**src/rtl/sgdt_consts.vh**
```
// register map, field positions, reset values and timing counts
`ifndef SGDT_CONSTS_VH
`define SGDT_CONSTS_VH

`define SGDT_ADDR_NOOP 8'h00
`define SGDT_ADDR_DIGIT_FIRST 8'h01
`define SGDT_ADDR_DIGIT_LAST 8'h08
`define SGDT_ADDR_DECODE_SEL 8'h09
`define SGDT_ADDR_FEATURE 8'h0e
`define SGDT_ADDR_TEST_CTRL 8'h0f
`define SGDT_ADDR_DIAG_FIRST 8'h14
`define SGDT_ADDR_DIAG_LAST 8'h1b

`define SGDT_FRAME_DIR_BIT 14
`define SGDT_FRAME_ADDR_MSB 13
`define SGDT_FRAME_ADDR_LSB 8

`define SGDT_FEAT_DECODE_SEL_BIT 2

`define SGDT_TEST_OPTICAL_BIT 0
`define SGDT_TEST_SHORT_BIT 1
`define SGDT_TEST_OPEN_BIT 2
`define SGDT_TEST_RUNNING_BIT 3
`define SGDT_TEST_ANY_FAULT_BIT 4
`define SGDT_TEST_CURRENT_RESISTOR_OPEN_FLAG_BIT 5
`define SGDT_TEST_CURRENT_RESISTOR_SHORTED_FLAG_BIT 6

`define SGDT_DIGIT_RESET 8'h00
`define SGDT_DECODE_SEL_RESET 8'h00
`define SGDT_FEATURE_RESET 8'h00
`define SGDT_TEST_RESET 8'h00

`define SGDT_CLK_PERIOD_NS 10
`define SGDT_SCAN_DWELL_NS 2000
`define SGDT_SCAN_DWELL_CYC (`SGDT_SCAN_DWELL_NS / `SGDT_CLK_PERIOD_NS)
`define SGDT_DIAG_DWELL_NS 5000
`define SGDT_DIAG_DWELL_CYC (`SGDT_DIAG_DWELL_NS / `SGDT_CLK_PERIOD_NS)

`endif

```
**src/rtl/sgdt_core.v**
```verilog
// segment decode, display test and led diagnostics with register access
`timescale 1ns/1ns
`include "sgdt_consts.vh"
// Behaviour
// RULE_01: decode select bit n decodes digit n
// RULE_02: feature bit picks code-B or hex font
// RULE_03: code-B shows 0-9, E, H, L, P, minus
// RULE_04: hex font shows 0-9 then A-F
// RULE_05: decoder uses low nibble only
// RULE_06: top bit drives decimal point directly
// RULE_07: undecoded byte maps straight to segments
// RULE_08: test bit 0 lights all segments
// RULE_09: test bit 1 starts short diagnostics
// RULE_10: test bit 2 starts open diagnostics
// RULE_11: both requested gives OR of faults
// RULE_12: test bit 3 reads diagnostics running
// RULE_13: test bit 4 reads last-run fault
// RULE_14: host reads fault flag before details
// RULE_15: test bit 5 reads resistor open
// RULE_16: test bit 6 reads resistor shorted
// RULE_17: tests leave other registers unchanged
// RULE_18: frame bit 14 set reads, clear writes
// RULE_19: eight readable per-digit diagnostic results
// RULE_20: code-B 10-15 are minus,E,H,L,P,blank
module sgdt_core
(
  input wire core_clk,
  input wire arst_n,
  input wire clk_en,
  input wire frame_valid,
  input wire [15:0] frame_word,
  output reg [7:0] rd_data_reg,
  output reg rd_valid_reg,
  output reg [2:0] digit_sel_reg,
  output reg [7:0] segment_reg,
  output reg diag_active_reg,
  input wire [7:0] open_diag_start_sense,
  input wire [7:0] short_diag_start_sense,
  input wire current_resistor_open_sense,
  input wire current_resistor_short_sense
);
  localparam [31:0] SCAN_CYC = `SGDT_SCAN_DWELL_CYC;
  localparam [31:0] DIAG_CYC = `SGDT_DIAG_DWELL_CYC;
  localparam [15:0] SCAN_LAST = SCAN_CYC[15:0] - 16'd1;
  localparam [15:0] DIAG_LAST = DIAG_CYC[15:0] - 16'd1;
  localparam ST_IDLE = 1'b0;
  localparam ST_RUN = 1'b1;
  localparam SENSE_W = 18;

  reg [7:0] digit_reg [0:7];
  reg [7:0] diag_result_reg [0:7];
  reg [7:0] digit_decode_select_reg;
  reg [7:0] feature_reg;
  reg optical_check_request_reg;
  reg short_diag_start_reg;
  reg open_diag_start_reg;
  reg any_fault_flag_reg;
  reg fault_acc_reg;
  reg state_reg;
  reg [2:0] diag_idx_reg;
  reg [15:0] diag_cnt_reg;
  reg [15:0] scan_cnt_reg;
  reg [2:0] scan_idx_reg;
  reg [SENSE_W-1:0] sync1_reg;
  reg [SENSE_W-1:0] sync2_reg;
  reg [SENSE_W-1:0] sync3_reg;
  reg [SENSE_W-1:0] sense_reg;

  wire frame_read = frame_word[`SGDT_FRAME_DIR_BIT];
  wire [7:0] frame_addr = {2'b00, frame_word[`SGDT_FRAME_ADDR_MSB:`SGDT_FRAME_ADDR_LSB]};
  wire [7:0] frame_data = frame_word[7:0];
  wire wr_stb = frame_valid & ~frame_read; // RULE_18
  wire rd_stb = frame_valid & frame_read; // RULE_18
  wire [7:0] open_s = sense_reg[7:0];
  wire [7:0] short_s = sense_reg[15:8];
  wire current_resistor_open_flag = sense_reg[16];
  wire current_resistor_shorted_flag = sense_reg[17];
  wire diag_running_flag = (state_reg == ST_RUN);

  // address in range check
  function in_range;
    input [7:0] a;
    input [7:0] lo;
    input [7:0] hi;
    begin
      in_range = (a >= lo) && (a <= hi);
    end
  endfunction

  // test register as seen by a read
  wire [7:0] test_view = {1'b0,
    current_resistor_shorted_flag, // RULE_16
    current_resistor_open_flag, // RULE_15
    any_fault_flag_reg, // RULE_13
    diag_running_flag, // RULE_12
    2'b00, optical_check_request_reg};

  // outside sense pins: three stages, change taken when stages two and three agree
  wire [SENSE_W-1:0] sense_pins = {current_resistor_short_sense, current_resistor_open_sense,
    short_diag_start_sense, open_diag_start_sense};
  wire [SENSE_W-1:0] agree = ~(sync2_reg ^ sync3_reg);

  always @(posedge core_clk or negedge arst_n)
  begin
    if (!arst_n)
    begin
      sync1_reg <= {SENSE_W{1'b0}};
      sync2_reg <= {SENSE_W{1'b0}};
      sync3_reg <= {SENSE_W{1'b0}};
      sense_reg <= {SENSE_W{1'b0}};
    end
    else if (clk_en)
    begin
      sync1_reg <= sense_pins;
      sync2_reg <= sync1_reg;
      sync3_reg <= sync2_reg;
      sense_reg <= (sync3_reg & agree) | (sense_reg & ~agree);
    end
  end

  // register writes; diagnostics never touch digit or control registers
  integer i;
  integer j;
  always @(posedge core_clk or negedge arst_n)
  begin
    if (!arst_n)
    begin
      for (i = 0; i < 8; i = i + 1)
      begin
        digit_reg[i] <= `SGDT_DIGIT_RESET;
      end
      digit_decode_select_reg <= `SGDT_DECODE_SEL_RESET;
      feature_reg <= `SGDT_FEATURE_RESET;
      optical_check_request_reg <= 1'b0;
    end
    else if (clk_en && wr_stb)
    begin
      if (in_range(frame_addr, `SGDT_ADDR_DIGIT_FIRST, `SGDT_ADDR_DIGIT_LAST))
      begin
        digit_reg[frame_addr[2:0] - 3'd1] <= frame_data;
      end
      else if (frame_addr == `SGDT_ADDR_DECODE_SEL)
      begin
        digit_decode_select_reg <= frame_data;
      end
      else if (frame_addr == `SGDT_ADDR_FEATURE)
      begin
        feature_reg <= frame_data;
      end
      else if (frame_addr == `SGDT_ADDR_TEST_CTRL)
      begin
        optical_check_request_reg <= frame_data[`SGDT_TEST_OPTICAL_BIT]; // RULE_08 RULE_17
      end
    end
  end

  // register reads, answered one cycle after the frame
  always @(posedge core_clk or negedge arst_n)
  begin
    if (!arst_n)
    begin
      rd_data_reg <= 8'h00;
      rd_valid_reg <= 1'b0;
    end
    else if (clk_en)
    begin
      rd_valid_reg <= rd_stb;
      if (rd_stb)
      begin
        if (in_range(frame_addr, `SGDT_ADDR_DIGIT_FIRST, `SGDT_ADDR_DIGIT_LAST))
        begin
          rd_data_reg <= digit_reg[frame_addr[2:0] - 3'd1];
        end
        else if (frame_addr == `SGDT_ADDR_DECODE_SEL)
        begin
          rd_data_reg <= digit_decode_select_reg;
        end
        else if (frame_addr == `SGDT_ADDR_FEATURE)
        begin
          rd_data_reg <= feature_reg;
        end
        else if (frame_addr == `SGDT_ADDR_TEST_CTRL)
        begin
          rd_data_reg <= test_view;
        end
        else if (in_range(frame_addr, `SGDT_ADDR_DIAG_FIRST, `SGDT_ADDR_DIAG_LAST))
        begin
          rd_data_reg <= diag_result_reg[frame_addr[2:0] - 3'd4]; // RULE_19
        end
        else
        begin
          rd_data_reg <= 8'h00;
        end
      end
    end
  end

  // diagnostic run: one dwell per digit, result sampled at dwell end
  wire test_wr = wr_stb && (frame_addr == `SGDT_ADDR_TEST_CTRL);
  wire start_req = test_wr && (frame_data[`SGDT_TEST_SHORT_BIT] || frame_data[`SGDT_TEST_OPEN_BIT]);
  wire [7:0] step_fault = (open_s & {8{open_diag_start_reg}}) |
    (short_s & {8{short_diag_start_reg}}); // RULE_11
  wire step_end = (diag_cnt_reg == DIAG_LAST);

  always @(posedge core_clk or negedge arst_n)
  begin
    if (!arst_n)
    begin
      state_reg <= ST_IDLE;
      short_diag_start_reg <= 1'b0;
      open_diag_start_reg <= 1'b0;
      any_fault_flag_reg <= 1'b0;
      fault_acc_reg <= 1'b0;
      diag_idx_reg <= 3'd0;
      diag_cnt_reg <= 16'h0000;
      for (j = 0; j < 8; j = j + 1)
      begin
        diag_result_reg[j] <= 8'h00;
      end
    end
    else if (clk_en)
    begin
      case (state_reg)
        ST_IDLE:
        begin
          if (start_req)
          begin
            short_diag_start_reg <= frame_data[`SGDT_TEST_SHORT_BIT]; // RULE_09
            open_diag_start_reg <= frame_data[`SGDT_TEST_OPEN_BIT]; // RULE_10
            fault_acc_reg <= 1'b0;
            diag_idx_reg <= 3'd0;
            diag_cnt_reg <= 16'h0000;
            state_reg <= ST_RUN;
          end
        end
        ST_RUN:
        begin
          if (step_end)
          begin
            diag_cnt_reg <= 16'h0000;
            diag_result_reg[diag_idx_reg] <= step_fault; // RULE_19
            fault_acc_reg <= fault_acc_reg | (|step_fault);
            diag_idx_reg <= diag_idx_reg + 3'd1;
            if (diag_idx_reg == 3'd7)
            begin
              any_fault_flag_reg <= fault_acc_reg | (|step_fault); // RULE_13
              short_diag_start_reg <= 1'b0;
              open_diag_start_reg <= 1'b0;
              state_reg <= ST_IDLE;
            end
          end
          else
          begin
            diag_cnt_reg <= diag_cnt_reg + 16'h0001;
          end
        end
        default:
        begin
          state_reg <= ST_IDLE;
        end
      endcase
    end
  end

  // display scan across all eight digits
  always @(posedge core_clk or negedge arst_n)
  begin
    if (!arst_n)
    begin
      scan_cnt_reg <= 16'h0000;
      scan_idx_reg <= 3'd0;
    end
    else if (clk_en)
    begin
      if (scan_cnt_reg == SCAN_LAST)
      begin
        scan_cnt_reg <= 16'h0000;
        scan_idx_reg <= scan_idx_reg + 3'd1;
      end
      else
      begin
        scan_cnt_reg <= scan_cnt_reg + 16'h0001;
      end
    end
  end

  // segment pattern for the digit now driven
  wire [2:0] cur_idx = diag_running_flag ? diag_idx_reg : scan_idx_reg;
  wire [7:0] cur_byte = digit_reg[cur_idx];
  wire [6:0] font_seg;

  sgdt_font u_font
  (
    .code(cur_byte[3:0]), // RULE_05
    .hex_sel(feature_reg[`SGDT_FEAT_DECODE_SEL_BIT]), // RULE_02
    .seg7(font_seg)
  );

  reg [7:0] seg_next;
  always @*
  begin
    if (optical_check_request_reg || diag_running_flag)
    begin
      seg_next = 8'hff; // RULE_08
    end
    else if (digit_decode_select_reg[cur_idx])
    begin
      seg_next = {cur_byte[7], font_seg}; // RULE_01 RULE_06
    end
    else
    begin
      seg_next = cur_byte; // RULE_07
    end
  end

  always @(posedge core_clk or negedge arst_n)
  begin
    if (!arst_n)
    begin
      digit_sel_reg <= 3'd0;
      segment_reg <= 8'h00;
      diag_active_reg <= 1'b0;
    end
    else if (clk_en)
    begin
      digit_sel_reg <= cur_idx;
      segment_reg <= seg_next;
      diag_active_reg <= diag_running_flag;
    end
  end
endmodule

```
**src/rtl/sgdt_font.v**
```verilog
// seven-segment font decoder, code-B or hexadecimal
`timescale 1ns/1ns
module sgdt_font
(
  input wire [3:0] code,
  input wire hex_sel,
  output reg [6:0] seg7
);
  // seg7 order: a b c d e f g from bit 6 down to bit 0
  always @*
  begin
    case (code)
      4'h0: seg7 = 7'h7e;
      4'h1: seg7 = 7'h30;
      4'h2: seg7 = 7'h6d;
      4'h3: seg7 = 7'h79;
      4'h4: seg7 = 7'h33;
      4'h5: seg7 = 7'h5b;
      4'h6: seg7 = 7'h5f;
      4'h7: seg7 = 7'h70;
      4'h8: seg7 = 7'h7f;
      4'h9: seg7 = 7'h7b; // RULE_03
      4'ha: seg7 = hex_sel ? 7'h77 : 7'h01; // RULE_04 RULE_20
      4'hb: seg7 = hex_sel ? 7'h1f : 7'h4f;
      4'hc: seg7 = hex_sel ? 7'h4e : 7'h37;
      4'hd: seg7 = hex_sel ? 7'h3d : 7'h0e;
      4'he: seg7 = hex_sel ? 7'h4f : 7'h67;
      default: seg7 = hex_sel ? 7'h47 : 7'h00;
    endcase
  end
endmodule

```
**config.mk**
```make
export PLATFORM = sky130hd
export DESIGN_NAME = sgdt_core
export DESIGN_NICKNAME = d
export VERILOG_FILES = /design/src/rtl/sgdt_core.v /design/src/rtl/sgdt_font.v
export VERILOG_INCLUDE_DIRS = /design/src /design/src/rtl
export SDC_FILE = /design/constraint.sdc
export NUM_CORES = 1
export LEC_CHECK = 0
export ABC_AREA = 1
export BUFFER_PORTS_ARGS = -buffer_cell sky130_fd_sc_hd__buf_2
export CAP_MARGIN = 40
export CORE_MARGIN = 2
export CORE_UTILIZATION = 35
export CTS_CLUSTER_SIZE = 20
export DETAILED_ROUTE_END_ITERATION = 10
export SETUP_SLACK_MARGIN = 0.05
export SLEW_MARGIN = 40
export SYNTH_ARGS = -nofsm -noshare
export SYNTH_HDL_FRONTEND = slang
export SYNTH_SLANG_ARGS = --single-unit
```
**constraint.sdc**
```tcl
create_clock -name core_clk -period 2 [get_ports core_clk]
set_input_delay 0.2 -clock core_clk [delete_from_list [all_inputs] [get_ports core_clk]]
set_output_delay 0.2 -clock core_clk [all_outputs]
set_load 0.02 [all_outputs]
```
==> results.json, run 1 <==
{
  "outcome": "finished, violations left",
  "violations": "setup timing",
  "coreArea_um2": 38600,
  "num_rows": 72,
  "synth_top_family_by_area": "simple AND/OR/NAND/NOR gates",
  "final-instance-count-excl-fill": 2426,
  "first_global_vias": 12100,
  "place_inst": 2319,
  "grt_usage_pct": 19.6,
  "htree_levels": 2,
  "synth.avg_cell_area_um2": 8.07,
  "antenna_found_initial": 2,
  "die-area_um2": 40800,
  "synthSimpleGateAreaFrac_pct": 22.9,
  "start_util_pct": 35.5,
  "synth_warnings": 0,
  "syn-num-nets": 1750,
  "synthDominantCellAreaShare_pct": 51.2,
  "cellLeakagePower_nw": 8.07,
  "remaining_drc_errors": 0,
  "numPortBuffers": 57,
  "synth_area_um2": 13700,
  "drt-total-wl_um": 39800,
  "final_area_um2": 17600,
  "cts_max_path_buffers": 3,
  "path_class": "register to register",
  "hp-class": "input port to register",
  "cp_top_family": "simple AND/OR/NAND/NOR gates",
  "via_count": 12400,
  "gp_congestion": 0.873,
  "ios": 59,
  "end_kind": "register",
  "netlist_instances": 1702,
  "wire_per_inst_um": 16.4,
  "rsz0062_at_grt": "true",
  "setup_viol": 7,
  "synth-compound-area-share_pct": 17.0,
  "fin_tns_setup_ps": -1000,
  "firstDrtPassIters": 5,
  "die_x_um": 202,
  "min_path_cells": 3,
  "cts_tree": "done",
  "cp.arrival_ps": 2620,
  "synthArstFlopShare_pct": 100,
  "ys.flop_type": "dfrtp_1",
  "grt_pass1_wl_um": 64800,
  "synth.area.mux_share_pct": 0.292,
  "hold_viol_final": 0,
  "reg2regPathDepth": 15,
  "cp_cell_sequence": "buf_6 -> nand2_8 -> buf_6 -> buf_16 -> nand3_1 -> nand3_1 -> nand3_2 -> nand2_4 -> nor2_4 -> nand2_2 -> o21ai_2 -> nor2_1 -> nand2_1 -> nand2_1 -> a21oi_2",
  "period_share_pct": 109,
  "cts_inserted_buffers": 35,
  "synth_edf_count": 0,
  "dpl.hpwl_um": 26900,
  "start_kind": "register",
  "max_freq_mhz": 459,
  "clk_latency_ps": 520,
  "finalClockSkew_ps": 11.2,
  "clock_sinks": 281,
  "fin_ws_ps": -177,
  "synthDistinctLibCells": 48,
  "drt_iter0_drc": 1021,
  "drv_cap": 0,
  "final_common_cell": "nand2_1",
  "synthTopCellsByArea": "dfrtp_1 (51%), nand2_1 (12%), o21ai_0 (10%)",
  "slew_violations": 0,
  "place_area_um2": 15400,
  "max-slew-margin-rel_pct": 64.8,
  "crit_slowest_cell": "dfrtp_2",
  "drive_gt1_share_pct": 20.2,
  "holdWs_ps": 120,
  "clkTransAtPathRegs_ps": 60,
  "ctsRootBufferMaster": "clkbuf_16",
  "ys_seq_area_share_pct": 51.2,
  "period_needed_ps": 2180,
  "synth_seq_cells": 281,
  "grt_max_degree": 57,
  "cp_slowest_stage_delay_ps": 440,
  "crit_buf_inv": 3,
  "die_h_um": 202,
  "yosys.area.top_type": "dfrtp_1",
  "worst_pin_slew_ps": 529,
  "layout.nets": 1931,
  "ir_worst_vdd_v": 0.000699,
  "synth_xor_area_share_pct": 0.638,
  "synth-adder-area-share_pct": 0.911,
  "syn2layout_area_growth_pct": 28.2,
  "drtAntennaViolNets": 0,
  "cp.depth": 15,
  "crit_fanout": 7,
  "via_per_inst": 5.13,
  "critPathRequiredTime_ps": 2440,
  "overflow": 0,
  "power.density_nw_per_um2": 870,
  "layout_common_cells": "nand2_1 (412), dfrtp_1 (279), o21ai_0 (270)"
}
==> cell type report <==
cell class | instances | area, um^2
diodes | 2 | 5.00
clock buffers | 48 | 1030
clock inverters | 12 | 233
fillers | 3714 | 21000
inverters | 158 | 606
multi-input cells | 1193 | 6250
flip-flops and latches | 281 | 7030
well taps | 518 | 648
repair buffers | 214 | 1800
==> what timing repair did <==
| action | 4_1_cts | 5_1_grt |
|---|---|---|
| hold buffers | 22 | 0 |
| endpoints found under the setup margin | 8 | 58 |
| gates resized for setup | 72 | 56 |
| cloned | 3 | 0 |
| endpoints found under the hold margin | 70 | 0 |
| buffers inserted | 12 | 8 |
| pin swaps | 25 | 29 |
==> routing by layer <==
metal	part of all wire, %	vias up	GRT usage [%]
met2	43	416	29.5
li1	-	6005	-
met1	47	5952	28.4
met4	2.6	0	5.96
met5	0	-	0
met3	6.9	72	4.05
==> final timing paths <==
kind | startpoint | end | slack (ps)
max | diag_running_flag | segment_reg[1] | -180
min | frame_word[5] | digit_decode_select_reg[5] | 120
max reg2reg | diag_running_flag | segment_reg[1] | -180
min reg2reg | sync1_reg[17] | sync2_reg[17] | 470
max in group asynchronous | arst_n | sync3_reg[9] | 1100
min in group asynchronous | arst_n | rd_data_reg[0] | 240
==> power breakdown <==
group	total [W]	switching (W)	internal, W
combinational	0.00185	0.00116	0.000689
sequential	0.00657	0.000377	0.00619
clock	0.00689	0.00252	0.00437
total	0.0153	0.00406	0.0113
==> worst register-to-register path, delay by kind of cell, from the launching register on <==
family	cells	cell delay, ps
compound gates	2	260
buf+inv	3	400
flops	1	440
simple gates	10	1010
==> per-stage QoR <==
| stage | total power (W) | worst slack [ps] | utilization, % |
|---|---|---|---|
| global placement | 0.00833 | -231 | 39.8 |
| detailed placement | 0.00839 | -204 | 39.8 |
| finish | 0.0153 | -177 | 45.5 |
| CTS | 0.0154 | -86.7 | 44.8 |
| global route | 0.0160 | -316 | 45.5 |
| floorplan | 0.00767 | 53.6 | - |
==> cell usage after synthesis, types with 6 or more instances <==
cell type / number
nor2_1: 148
o22ai_1: 13
buf_2: 12
a21oi_1: 46
dfrtp_1: 281
a31oi_1: 8
o21ai_0: 276
inv_2: 7
nand4_1: 12
clkbuf_1: 40
nor2_2: 6
ha_1: 10
nand2_2: 8
nand3_1: 96
o211ai_1: 25
xor2_1: 9
buf_6: 9
inv_1: 149
o221ai_1: 16
nor3_1: 16
nand2_1: 444
==> kinds of logic after synthesis <==
family | count (synthesis)
AND/OR/NAND/NOR | 752
AO/OA/AOI/OAI | 417
flip-flops | 281
buffers and inverters | 228
XOR/XNOR | 10
adder cells (fa/ha/maj) | 10
multiplexers | 4
Power figures use the tool's default switching activity.
==> run 2: changes to the inputs <==
==> constraint.sdc (replaced) <==
create_clock -name core_clk -period 2.65 [get_ports core_clk]
set_input_delay 0.265 -clock core_clk [delete_from_list [all_inputs] [get_ports core_clk]]
set_output_delay 0.265 -clock core_clk [all_outputs]
set_load 0.02 [all_outputs]
==> results.json, run 2 (synthesized netlist as in run 1, its figures left out) <==
{
  "remaining_drc_errors": 0,
  "critPathRequiredTime_ps": 3130,
  "crit_fanout": 8,
  "period_needed_ps": 2350,
  "clkTransAtPathRegs_ps": 60,
  "coreArea_um2": 38600,
  "drt_iter0_drc": 1112,
  "first_global_vias": 11100,
  "worst_pin_slew_ps": 768,
  "path_class": "register to register",
  "layout.nets": 1833,
  "setup_viol": 0,
  "power.density_nw_per_um2": 665,
  "ctsRootBufferMaster": "clkbuf_16",
  "syn2layout_area_growth_pct": 16.1,
  "cellLeakagePower_nw": 7.28,
  "grt_pass1_wl_um": 60100,
  "outcome": "completed",
  "gp_congestion": 0.881,
  "total_power_w": 0.0106,
  "drt-total-wl_um": 37000,
  "diodes": 0,
  "num-fill-cells": 3911,
  "end_kind": "register",
  "wire_per_inst_um": 15.9,
  "cts_tree": "done",
  "ir_worst_vdd_v": 0.000506,
  "firstDrtPassIters": 8,
  "layout_common_cells": "nand2_1 (444), dfrtp_1 (281), o21ai_0 (276)",
  "overflow": 0,
  "via_per_inst": 5.11,
  "via_count": 11900,
  "dp_slack_ps": 130,
  "hp-class": "input port to register",
  "drive_gt1_share_pct": 10.8,
  "period_share_pct": 88.6,
  "rsz0062_at_grt": "true",
  "fin_ws_ps": 303,
  "hold_viol_final": 0,
  "clock_sinks": 281,
  "die_x_um": 202,
  "clk_latency_ps": 560,
  "fin_tns_setup_ps": 0,
  "cp.arrival_ps": 2830,
  "grt_usage_pct": 18.2,
  "max-slew-margin-rel_pct": 48.8,
  "die_h_um": 202,
  "start_kind": "register",
  "start_util_pct": 35.5,
  "numPortBuffers": 57,
  "dpl.hpwl_um": 25300,
  "num_rows": 72,
  "cts_max_path_buffers": 3,
  "cts_inserted_buffers": 30,
  "htree_levels": 1,
  "drtAntennaViolNets": 0,
  "final_common_cell": "nand2_1",
  "max_freq_mhz": 426,
  "grt_max_degree": 72,
  "slew_violations": 0,
  "finalClockSkew_ps": 12.8,
  "drv_cap": 0,
  "die-area_um2": 40800,
  "ios": 59,
  "antenna_found_initial": 0,
  "holdWs_ps": 39.6
}
-- run 2: changes by cell type in the layout (fill, tap and decap cells not counted), moves of 11 or more --
| cell | before | now |
|---|---|---|
| nand3_2 | 24 | 3 |
| nand3_1 | 69 | 96 |
| nand2_2 | 28 | 6 |
| nor2_1 | 137 | 148 |
| nand2_1 | 412 | 444 |
| buf_4 | 109 | 39 |
| buf_12 | 15 | 4 |
-- run 2: layout make-up --
cell class,instances,area [um^2],share of cell area [%]
Timing Repair Buffer,121,878,5.51
Clock buffer,44,915,5.74
Multi-Input combinational cell,1193,5750,36.1
Tap cell,518,648,4.06
Inverter,158,593,3.72
Sequential cell,281,7030,44.1
Clock inverter,9,125,0.785
-- run 2: per-stage QoR --
step                util [%]  instances  area (um^2)
floorplan                  -       1702        13700
global placement        37.9       2246        14600
detailed placement      37.9       2246        14600
CTS                     41.1       2320        15900
global route            41.3       2324        15900
finish                  41.3       2324        15900
-- run 2: routing by layer --
metal | GRT usage, % | routed length, um | part of all wire (%)
met5 | 0 | 0 | 0
met4 | 3.70 | 614 | 1.7
met3 | 2.52 | 2150 | 5.8
met2 | 27.0 | 15700 | 43
met1 | 28.1 | 18500 | 50
-- run 2: final timing paths --
kind	start	end	slack, ps	cells past startpoint
min in group asynchronous	arst_n	digit_reg[28]	290	2
max in group asynchronous	arst_n	diag_result_reg[0]	1490	3
setup reg to reg	diag_running_flag	segment_reg[0]	300	13
setup / recovery	diag_running_flag	segment_reg[0]	300	13
hold / removal	frame_word[0]	optical_check_request_reg	40	3
hold reg to reg	sync1_reg[0]	sync1_reg[0]	470	2
-- run 2: power by group --
group | internal, W | switching [W]
sequential | 0.00467 | 0.000284
clock | 0.00266 | 0.00175
combinational | 0.000439 | 0.000804
-- run 2: what timing repair did --
item,CTS,global route
setup buffers,0,4
endpoints found under the setup margin,0,9
hold endpoints to repair,83,0
hold buffers,21,0
gates resized for setup,0,3
-- run 2: worst max-delay path, cell delays in order (launching register included) --
cell,delay [ps]
dfrtp_1,460
inv_2,190
nand2_1,180
nand2_4,190
buf_4,150
nand2_1,40
nand3_1,60
nand2_1,50
nand2_1,60
o21a_2,180
inv_1,150
nor2_2,260
o21ai_1,150
a21oi_2,130
